==> src/tasr_pkg.sv <==
/*
  tasr_pkg: constants, field layout and carrier types for the terminal
  address / operational status register.
  assumes: a single 100 MHz clock domain, one 16-bit register on the host port.
*/
package tasr_pkg;

  localparam int          DATA_W         = 16;
  localparam logic [15:0] OPSTAT_OFFSET  = 16'h0002;

  // field positions inside the status word
  localparam int          ADDR_MSB       = 15;
  localparam int          ADDR_LSB       = 11;
  localparam int          PARITY_BIT     = 10;
  localparam int          FREEZE_BIT     = 9;
  localparam int          SELF_INIT_BIT  = 8;
  localparam int          READY_BIT      = 7;
  localparam int          ACTIVE_BIT     = 6;
  localparam int          WR_MSB         = 15;
  localparam int          WR_LSB         = 9;
  localparam int          LOW_W          = 6;
  localparam int          CLR_MSB        = 5;
  localparam int          CLR_LSB        = 3;

  localparam logic [7:0]  UPPER_RST      = 8'h00;
  localparam logic [6:0]  WR_FIELD_RST   = 7'h00;
  localparam logic [15:0] RDATA_RST      = 16'h0000;

  // post-reset internal initialisation time before ready rises
  localparam int          CLK_PERIOD_NS  = 10;
  localparam int          INIT_TIME_NS   = 1000;
  localparam int          INIT_CYCLES    = (INIT_TIME_NS + CLK_PERIOD_NS - 1) / CLK_PERIOD_NS;
  localparam int          INIT_CNT_W     = 12;

  // strap pins, packed in the same order as register bits 15..8
  typedef struct packed {
    logic [4:0] terminal_addr;
    logic       terminal_addr_parity;
    logic       addr_freeze;
    logic       self_init_enable;
  } tasr_straps_s;

  // one write request into bits 15..9
  typedef struct packed {
    logic       valid;
    logic [6:0] data;
  } tasr_wr_s;

  typedef enum logic [1:0] {
    TASR_INIT_IDLE  = 2'b00,
    TASR_INIT_COUNT = 2'b01,
    TASR_INIT_DONE  = 2'b10
  } tasr_init_state_e;

endpackage

==> src/tasr_top.sv <==
/*
  tasr_top: 16-bit operational status register of the remote terminal with
  strap capture, lockable terminal address and mirrored ready/active status.
  assumes: all inputs synchronous to mclk; master_reset_n is the functional
  master reset pin; execution_start_ctl comes from the configuration register;
  low_status carries bits 5..0 from logic outside this block.
*/
`timescale 1ns/1ns
// Notes on behaviour
// - every status bit is active high
// - master reset release loads bits 15-8 from pins
// - master reset clears bits 7 to 3
// - bits 8 to 0 ignore all writes
// - unfrozen: writes need execution start low
// - frozen: bits 15 to 9 read-only
// - only sys_rst, or master reset with pin low, unfreezes
// - software reset leaves register untouched
// - address 15-11, parity 10, rewritable when allowed
// - writing bit 9 high freezes address
// - bit 8 holds sampled self-init pin
// - after self-init, wait for execution start
// - self-init may set execution start itself
// - bit 7 mirrors ready pin
module tasr_top #(
  parameter int ADDR_W      = 16,
  parameter int INIT_CYCLES = tasr_pkg::INIT_CYCLES
) (
  input  wire logic                          mclk,
  input  wire logic                          sys_rst,
  input  wire logic                          clk_en,
  input  wire logic                          master_reset_n,
  input  wire tasr_pkg::tasr_straps_s        strap_pins,
  input  wire logic                          soft_reset,
  input  wire logic                          execution_start_ctl,
  input  wire logic                          host_cs,
  input  wire logic                          host_we,
  input  wire logic [ADDR_W-1:0]             host_addr,
  input  wire logic [tasr_pkg::DATA_W-1:0]   host_wdata,
  input  wire logic                          init_wr,
  input  wire logic [tasr_pkg::DATA_W-1:0]   init_wdata,
  input  wire logic                          cmd_valid,
  input  wire logic                          cmd_done,
  input  wire logic [tasr_pkg::LOW_W-1:0]    low_status,
  output logic [tasr_pkg::DATA_W-1:0]        host_rdata,
  output logic                               host_rvalid,
  output logic                               ready_out,
  output logic                               active_out,
  output logic                               addr_frozen,
  output logic [4:0]                         active_terminal_addr
);

  logic                               mr_rise;
  logic                               ready_int;
  logic [7:0]                         upper_reg;
  logic [7:0]                         upper_next;
  logic                               active_reg;
  logic                               active_next;
  logic [tasr_pkg::DATA_W-1:0]        rdata_reg;
  logic [tasr_pkg::DATA_W-1:0]        rdata_next;
  logic                               rvalid_reg;
  logic                               rvalid_next;
  logic                               hit;
  logic                               wr_open;
  tasr_pkg::tasr_wr_s                 wr_req;
  logic [tasr_pkg::DATA_W-1:0]        opstat;
  logic [tasr_pkg::LOW_W-1:0]         low_view;

  tasr_edge_det u_mr_edge (
    .mclk    (mclk),
    .sys_rst (sys_rst),
    .clk_en  (clk_en),
    .level   (master_reset_n),
    .rise    (mr_rise)
  );

  tasr_init_timer #(
    .INIT_CYCLES (INIT_CYCLES)
  ) u_init_timer (
    .mclk           (mclk),
    .sys_rst        (sys_rst),
    .clk_en         (clk_en),
    .master_reset_n (master_reset_n),
    .rise           (mr_rise),
    .ready          (ready_int)
  );

  assign hit = host_cs && (host_addr == ADDR_W'(tasr_pkg::OPSTAT_OFFSET));

  // writes reach bits 15..9 only while unfrozen and execution stopped
  assign wr_open = !upper_reg[tasr_pkg::FREEZE_BIT - 8] && !execution_start_ctl;

  // self-init owns the register while it runs, so it wins a collision
  always_comb begin
    wr_req = '0;
    if (init_wr) begin
      wr_req.valid = 1'b1;
      wr_req.data  = init_wdata[tasr_pkg::WR_MSB:tasr_pkg::WR_LSB];
    end else if (hit && host_we) begin
      wr_req.valid = 1'b1;
      wr_req.data  = host_wdata[tasr_pkg::WR_MSB:tasr_pkg::WR_LSB];
    end
  end

  // soft_reset is deliberately not used here
  always_comb begin
    upper_next = upper_reg;
    if (clk_en) begin
      if (mr_rise) begin
        upper_next = strap_pins;
      end else if (wr_req.valid && wr_open) begin
        // bit 8 is kept; blocked writes fall through unchanged
        upper_next = {wr_req.data, upper_reg[0]};
      end
    end
  end

  // set wins over clear when both arrive together
  always_comb begin
    active_next = active_reg;
    if (clk_en) begin
      if (!master_reset_n) begin
        active_next = 1'b0;
      end else if (cmd_valid) begin
        active_next = 1'b1;
      end else if (cmd_done) begin
        active_next = 1'b0;
      end
    end
  end

  // bits 5..3 read zero while master reset is held
  assign low_view = master_reset_n ? low_status :
                    {{(tasr_pkg::CLR_MSB - tasr_pkg::CLR_LSB + 1){1'b0}},
                     low_status[tasr_pkg::CLR_LSB-1:0]};

  assign opstat = {upper_reg, ready_int, active_reg, low_view};

  always_comb begin
    rdata_next  = rdata_reg;
    rvalid_next = rvalid_reg;
    if (clk_en) begin
      rvalid_next = hit && !host_we;
      if (hit && !host_we) begin
        rdata_next = opstat;
      end
    end
  end

  always_ff @(posedge mclk) begin
    if (sys_rst) begin
      upper_reg  <= tasr_pkg::UPPER_RST;
      active_reg <= 1'b0;
      rdata_reg  <= tasr_pkg::RDATA_RST;
      rvalid_reg <= 1'b0;
    end else begin
      upper_reg  <= upper_next;
      active_reg <= active_next;
      rdata_reg  <= rdata_next;
      rvalid_reg <= rvalid_next;
    end
  end

  assign host_rdata  = rdata_reg;
  assign host_rvalid = rvalid_reg;
  assign ready_out   = ready_int;
  assign active_out  = active_reg;
  // operation starts only once execution_start_ctl is set, by host or self-init
  assign addr_frozen = upper_reg[tasr_pkg::FREEZE_BIT - 8];
  assign active_terminal_addr = upper_reg[tasr_pkg::ADDR_MSB - tasr_pkg::SELF_INIT_BIT:
                                          tasr_pkg::ADDR_LSB - tasr_pkg::SELF_INIT_BIT];

endmodule

==> src/tasr_edge_det.sv <==
/*
  tasr_edge_det: finds the rising edge of the active-low master reset input.
  assumes: the input is already synchronous to mclk.
*/
`timescale 1ns/1ns
module tasr_edge_det (
  input  wire logic mclk,
  input  wire logic sys_rst,
  input  wire logic clk_en,
  input  wire logic level,
  output logic      rise
);

  logic prev_reg;
  logic prev_next;

  // prev clears on sys_rst so a pin already high is seen as a release
  always_comb begin
    prev_next = clk_en ? level : prev_reg;
  end

  always_ff @(posedge mclk) begin
    if (sys_rst) begin
      prev_reg <= 1'b0;
    end else begin
      prev_reg <= prev_next;
    end
  end

  assign rise = clk_en & level & ~prev_reg;

endmodule

==> src/tasr_init_timer.sv <==
/*
  tasr_init_timer: post-reset internal initialisation timer driving ready.
  assumes: master_reset_n synchronous to mclk; rise is a one-cycle pulse.
*/
`timescale 1ns/1ns
module tasr_init_timer #(
  parameter int INIT_CYCLES = tasr_pkg::INIT_CYCLES
) (
  input  wire logic mclk,
  input  wire logic sys_rst,
  input  wire logic clk_en,
  input  wire logic master_reset_n,
  input  wire logic rise,
  output logic      ready
);

  tasr_pkg::tasr_init_state_e            state_reg;
  tasr_pkg::tasr_init_state_e            state_next;
  logic [tasr_pkg::INIT_CNT_W-1:0]       cnt_reg;
  logic [tasr_pkg::INIT_CNT_W-1:0]       cnt_next;

  localparam logic [tasr_pkg::INIT_CNT_W-1:0] CNT_LAST =
    tasr_pkg::INIT_CNT_W'(INIT_CYCLES - 1);

  always_comb begin
    state_next = state_reg;
    cnt_next   = cnt_reg;
    if (clk_en) begin
      if (!master_reset_n) begin
        state_next = tasr_pkg::TASR_INIT_IDLE;
        cnt_next   = '0;
      end else begin
        case (state_reg)
          tasr_pkg::TASR_INIT_IDLE: begin
            if (rise) begin
              state_next = tasr_pkg::TASR_INIT_COUNT;
              cnt_next   = '0;
            end
          end
          tasr_pkg::TASR_INIT_COUNT: begin
            if (cnt_reg == CNT_LAST) begin
              state_next = tasr_pkg::TASR_INIT_DONE;
            end else begin
              cnt_next = cnt_reg + 1'b1;
            end
          end
          tasr_pkg::TASR_INIT_DONE: begin
            state_next = tasr_pkg::TASR_INIT_DONE;
          end
          default: begin
            state_next = tasr_pkg::TASR_INIT_IDLE;
          end
        endcase
      end
    end
  end

  always_ff @(posedge mclk) begin
    if (sys_rst) begin
      state_reg <= tasr_pkg::TASR_INIT_IDLE;
      cnt_reg   <= '0;
    end else begin
      state_reg <= state_next;
      cnt_reg   <= cnt_next;
    end
  end

  assign ready = (state_reg == tasr_pkg::TASR_INIT_DONE);

endmodule

==> config.mk <==
export PLATFORM = sky130hd
export DESIGN_NAME = tasr_top
export DESIGN_NICKNAME = d
export VERILOG_FILES = /design/src/tasr_pkg.sv /design/src/tasr_top.sv /design/src/tasr_edge_det.sv /design/src/tasr_init_timer.sv
export SDC_FILE = /design/constraint.sdc
export NUM_CORES = 1
export LEC_CHECK = 0
export BUFFER_PORTS_ARGS = -buffer_cell sky130_fd_sc_hd__buf_2
export CORE_ASPECT_RATIO = 0.9
export CORE_MARGIN = 10
export CORE_UTILIZATION = 51
export DETAILED_ROUTE_END_ITERATION = 10
export GPL_TIMING_DRIVEN = 0
export PLACE_DENSITY = 0.85
export SLEW_MARGIN = 10
export SYNTH_ARGS = -nofsm -noshare
export SYNTH_HDL_FRONTEND = slang
export SYNTH_SLANG_ARGS = --single-unit
==> constraint.sdc <==
create_clock -name mclk -period 5.4 [get_ports mclk]
set_input_delay 0.54 -clock mclk [delete_from_list [all_inputs] [get_ports mclk]]
set_output_delay 0.54 -clock mclk [all_outputs]
set_load 0.005 [all_outputs]
-- After elaboration in Yosys (flattened, before gate mapping)
Index checks and enable logic that the tools add are counted.
- multiplexer cells: 16
- eq/ne operators: 9
- reduce and logical (&&, ||, !) cells: 16
- bitwise operators: 3
- add/sub/neg operators: 1
- operators with widths (operator ; count):
    12-bit two-way mux ; 3
    8-bit two-way mux ; 4
    12-bit one-hot mux with 2 select lines ; 1
    16-bit by 2-bit == test with 1-bit output (second input constant) ; 1
    12-bit by 1-bit adder with 12-bit output (second input constant) ; 1
    12-bit by 7-bit == test with 1-bit output (second input constant) ; 1
    2-bit AND reduction ; 4
    2-bit two-way mux ; 3
    6-bit two-way mux ; 1
    3-bit by 1-bit inequality test with 1-bit output (second input constant) ; 2
    3-bit inequality test (second input constant) ; 2
    2-bit one-hot mux with 3 select lines ; 1
    1-bit logical AND ; 5
    4-bit AND reduction ; 1
    1-bit zero test ; 3
    1-bit two-way mux ; 3
    3-bit by 2-bit inequality test with 1-bit output (second input constant) ; 1
    3-bit AND reduction ; 1
    1-bit bitwise AND ; 2
    2-bit by 1-bit == test with 1-bit output (second input constant) ; 1
    2-bit == test (second input constant) ; 1
    2-bit zero test ; 1
    2-bit nonzero test ; 1
    1-bit NOT ; 1
- output and inout bits: 25
- logic and storage cells: 53
- bits in registers: 41

-- Longest topological paths before layout
- word-level depth: 8
- mapped depth: 7
- depth with buffers taken out: 6

-- Cells and area by module
Synthesis repeated with hierarchy kept, for this count alone.
- cells, all modules: 269
- area total of the unflattened synthesis: 2290.9 um^2
- by module, submodules not included (module ; times used ; cells an instance ; area each (um^2)):
    tasr_top ; 1 ; 157 ; 1317.5
    tasr_init_timer ; 1 ; 107 ; 930.9
    tasr_edge_det ; 1 ; 5 ; 42.5

-- Worst setup path before layout
Ideal clock, no wire load.
- path type: register to register
- from: register u_init_timer.cnt_reg[0] in the netlist's numbering
- to: register u_init_timer.state_reg[0]
- arrival: 1.918 ns
- slack: 3.395 ns
- clock period less this slack: 2.005 ns
- stages on the path, launching flop included: 6
- path buffers: 0
- cell sequence: dfxtp_1 -> ha_1 -> or4bb_1 -> o311a_1 -> or4_1 -> o31ai_1
- word-level cells in the longest chain between the ends: 3
- RTL lines (item ; RTL line ; source):
    start, declared ; tasr_init_timer.sv:19 ; logic [tasr_pkg::INIT_CNT_W-1:0] cnt_reg;
    start signal, assigned ; tasr_init_timer.sv:64 ; cnt_reg <= cnt_next;
    12-bit by 7-bit == test with 1-bit output ; tasr_init_timer.sv:41 ; if (cnt_reg == CNT_LAST) begin
    3-bit by 2-bit inequality test with 1-bit output (no source line) ; - ;
    3-bit AND reduction (no source line) ; - ;
    end signal, assigned ; tasr_init_timer.sv:60 ; state_reg <= tasr_pkg::TASR_INIT_IDLE;
    end signal, assigned ; tasr_init_timer.sv:63 ; state_reg <= state_next;
    end, declared ; tasr_init_timer.sv:17 ; tasr_pkg::tasr_init_state_e state_reg;
No other way between the ends.
A chain may end at the register's enable or synchronous reset.

-- Final worst setup path
- from: register u_init_timer.state_reg[0]
- to: register u_init_timer.cnt_reg[3] in the netlist's numbering
- word-level cells in the longest chain between the ends: 3
- elaborated cells on any way between the ends: 8
- those cells by class: eq/ne: 4; mux: 2; reduce/logical: 2
- RTL lines (item ; RTL line ; source):
    2-bit by 1-bit == test with 1-bit output or 2-bit zero test (tied branches) ; tasr_init_timer.sv:33 ; case (state_reg)
    3-bit inequality test (no source line), or another cell as far along ; - ;
    4-bit AND reduction (no source line) or 12-bit two-way mux (tied branches) ; - ;
Parallel ways exist; a longest one is shown, timed or not.

==> flow_metrics.py <==
metrics = {
    "outcome": {
        "status": "finished clean",
    },
    "detailed_routing": {
        "dr.pass1.iters": 4,
        "vias_per_cell": 6.01,
        "dr_total_vias": 2356,
        "initialDrtViolationCount": 190,
        "drc_errors": 0,
        "route.detailed.wl_per_inst_um": 16.3,
        "wl_mm": 6.38,
        "antenna_left": 0,
    },
    "pwr": {
        "ir_drop_mv": 0.180,
        "power_density_nw_per_um2": 211,
        "fin_total_pwr_uw": 577,
        "power.leakage_nw": 1.11,
    },
    "placement": {
        "dp_hpwl_mm": 4.97,
        "dp.cells": 384,
        "place_area_sq_um": 2650,
        "numPortBuffers": 76,
        "gp_congestion": 0.907,
    },
    "grt": {
        "grt_max_degree": 12,
        "grt_pass1_vias": 2179,
        "grt_first_pass_wirelength_mm": 10.1,
        "antenna_found_initial": 0,
        "grtUsageTotal_pct": 17.4,
        "grt-ovfl-total": 0,
    },
    "die": {
        "ios": 98,
        "die_y_um": 82.4,
        "die-width_um": 89.4,
        "dieArea_sq_um": 7370,
        "row_count": 22,
        "initial_core_util_pct": 53.5,
        "fp.coreArea_sq_um": 4130,
    },
    "yosys": {
        "yosysUniqueCellTypes": 41,
        "syn_avg_cell_area_sq_um": 8.50,
        "synth_nets": 338,
        "syn_inst": 260,
        "synth_warnings": 0,
        "ys_ff_latch": 41,
        "yosysTopAreaCell": "dfxtp_1",
        "ys.flop_type": "dfxtp_1",
        "synth_top_area_share_pct": 37.1,
        "mappedNetlistArea_sq_um": 2210,
        "ys_async_sr_fraction_pct": 0,
        "synth-seq-area-share_pct": 37.1,
        "synth_enable_flop_cells": 0,
        "synth_area_leaders": "dfxtp_1 (37%), a21oi_1 (6.1%), o31ai_1 (5.8%), o21ai_0 (4.8%), nand3_1 (4.3%)",
    },
    "sta": {
        "fin_crit_sh_pct": 43.7,
        "tns_ps": 0,
        "final_hold_viol_count": 0,
        "slew_headroom_pct": 29.2,
        "report.final.slew_viol_count": 0,
        "fin_skew_ps": 7.21,
        "worstMarginPinSlew_ps": 1040,
        "fmax_ghz": 0.423,
        "rsz0062_at_grt": "false",
        "fin_crit_ps": 2360,
        "setup_viol_count_final": 0,
    },
    "clocking": {
        "cts-resized-gates": 0,
        "cts_tree": "yes",
        "root_buffer": "clkbuf_8",
        "h-tree-depth": 2,
        "postCtsHoldBufs": 0,
        "clk_pin_slew_worst_paths_ps": 80,
        "post_cts_buffers": 0,
        "insertion_delay_ps": 290,
        "max-clock-path-buffers": 2,
        "cts_buffers": 5,
        "cts_num_sinks": 41,
    },
    "final_layout": {
        "layout-drive-gt1-share_pct": 27.0,
        "mostFrequentLayoutCells": "buf_2 (79), dfxtp_1 (41), a21oi_1 (27)",
        "area_delta_synth_final_pct": 23.6,
        "final_common_cell": "buf_2",
        "largest_reg_flops": 16,
        "n_antenna_cell": 0,
        "fin_cells": 392,
        "nets": 421,
        "final_cell_area_sq_um": 2730,
        "fillCellCount": 363,
        "final_core_util_pct": 66.1,
    },
    "worst_hold_path": {
        "worstHoldPathType": "reg -> reg",
    },
    "critical_path": {
        "critPathLaunchType": "register",
        "crit_path_max_fanout": 10,
        "cp.required_ps": 5620,
        "critical_path_arrival_ps": 2580,
        "cp-end-kind": "register",
        "criticalPathCategory": "reg -> reg",
    },
    "flow_run": {
        "maxCapViolations": 0,
    },
}
## metal layers
metal	up-vias	part of all wire [%]	global-route usage [%]
met5	-	0	0
met4	0	1.3	6.51
met3	14	6.7	4.50
met2	88	48	28.6
met1	1104	44	21.4
li1	1150	-	-
## synth_stat cells, drive strengths merged (7+ instances only)
library cell / instances
a21oi: 27
o31ai: 17
nor2: 7
clkbuf: 14
nand2: 9
dfxtp: 41
a22o: 7
nand4b: 8
o21ai: 21
or4: 9
nand3: 19
mux2i: 9
and2: 9
buf: 8
## stage by stage
stage / hold WS, ps / setup WS (ps)
after floorplan: 447 / 3400
after global placement: 455 / 3030
after detailed placement: 463 / 2990
after CTS: 474 / 3050
after global routing: 493 / 2730
final: 471 / 3040
## power breakdown
group	internal (mW)	total (mW)	switching [mW]	leakage, nW
Clock	0.0918	0.189	0.0977	0.0395
Sequential	0.307	0.311	0.00435	0.331
Combinational	0.0367	0.0756	0.0389	0.741
Total	0.436	0.577	0.141	1.11
## layout make-up
type	instances	area, sq um	share of cell area, %
inverter	6	22.5	0.825
clock buffer	8	80.1	2.93
multi-input combinational	191	1260	46.2
sequential	41	821	30.1
buffer	22	105	3.85
timing repair buffer	76	380	13.9
tap	48	60.1	2.20
## critical path, cell delays in order (launching register included)
cell and delay (ps):
dfxtp_1 340, inv_1 90, ha_1 260, nor2b_1 160, o31ai_1 710, o21ai_0 280, clkbuf_1 270, a21oi_1 180
## path summary, 6_finish.rpt
check	start	endpoint	slack (ps)	depth (start not counted)
min	host_rdata[2]	host_rdata[2]	470	2
max	u_init_timer.state_reg[0]	u_init_timer.cnt_reg[3]	3040	7
min reg2reg	host_rdata[2]	host_rdata[2]	470	2
max reg2reg	u_init_timer.state_reg[0]	u_init_timer.cnt_reg[3]	3040	7
## cells by family (layout without fill, tap and decap cells)
kind of cell / count (synthesis) / in the layout / synth area share (%)
multiplexers: 9 / 9 / 4.08
AO/OA/AOI/OAI: 80 / 80 / 22.5
adder cells (fa/ha/maj): 5 / 5 / 2.83
AND/OR/NAND/NOR: 95 / 95 / 26.8
buffers and inverters: 28 / 112 / 5.78
flip-flops: 41 / 41 / 37.1
XOR/XNOR: 2 / 2 / 0.793
Power figures use the tool's default switching activity.
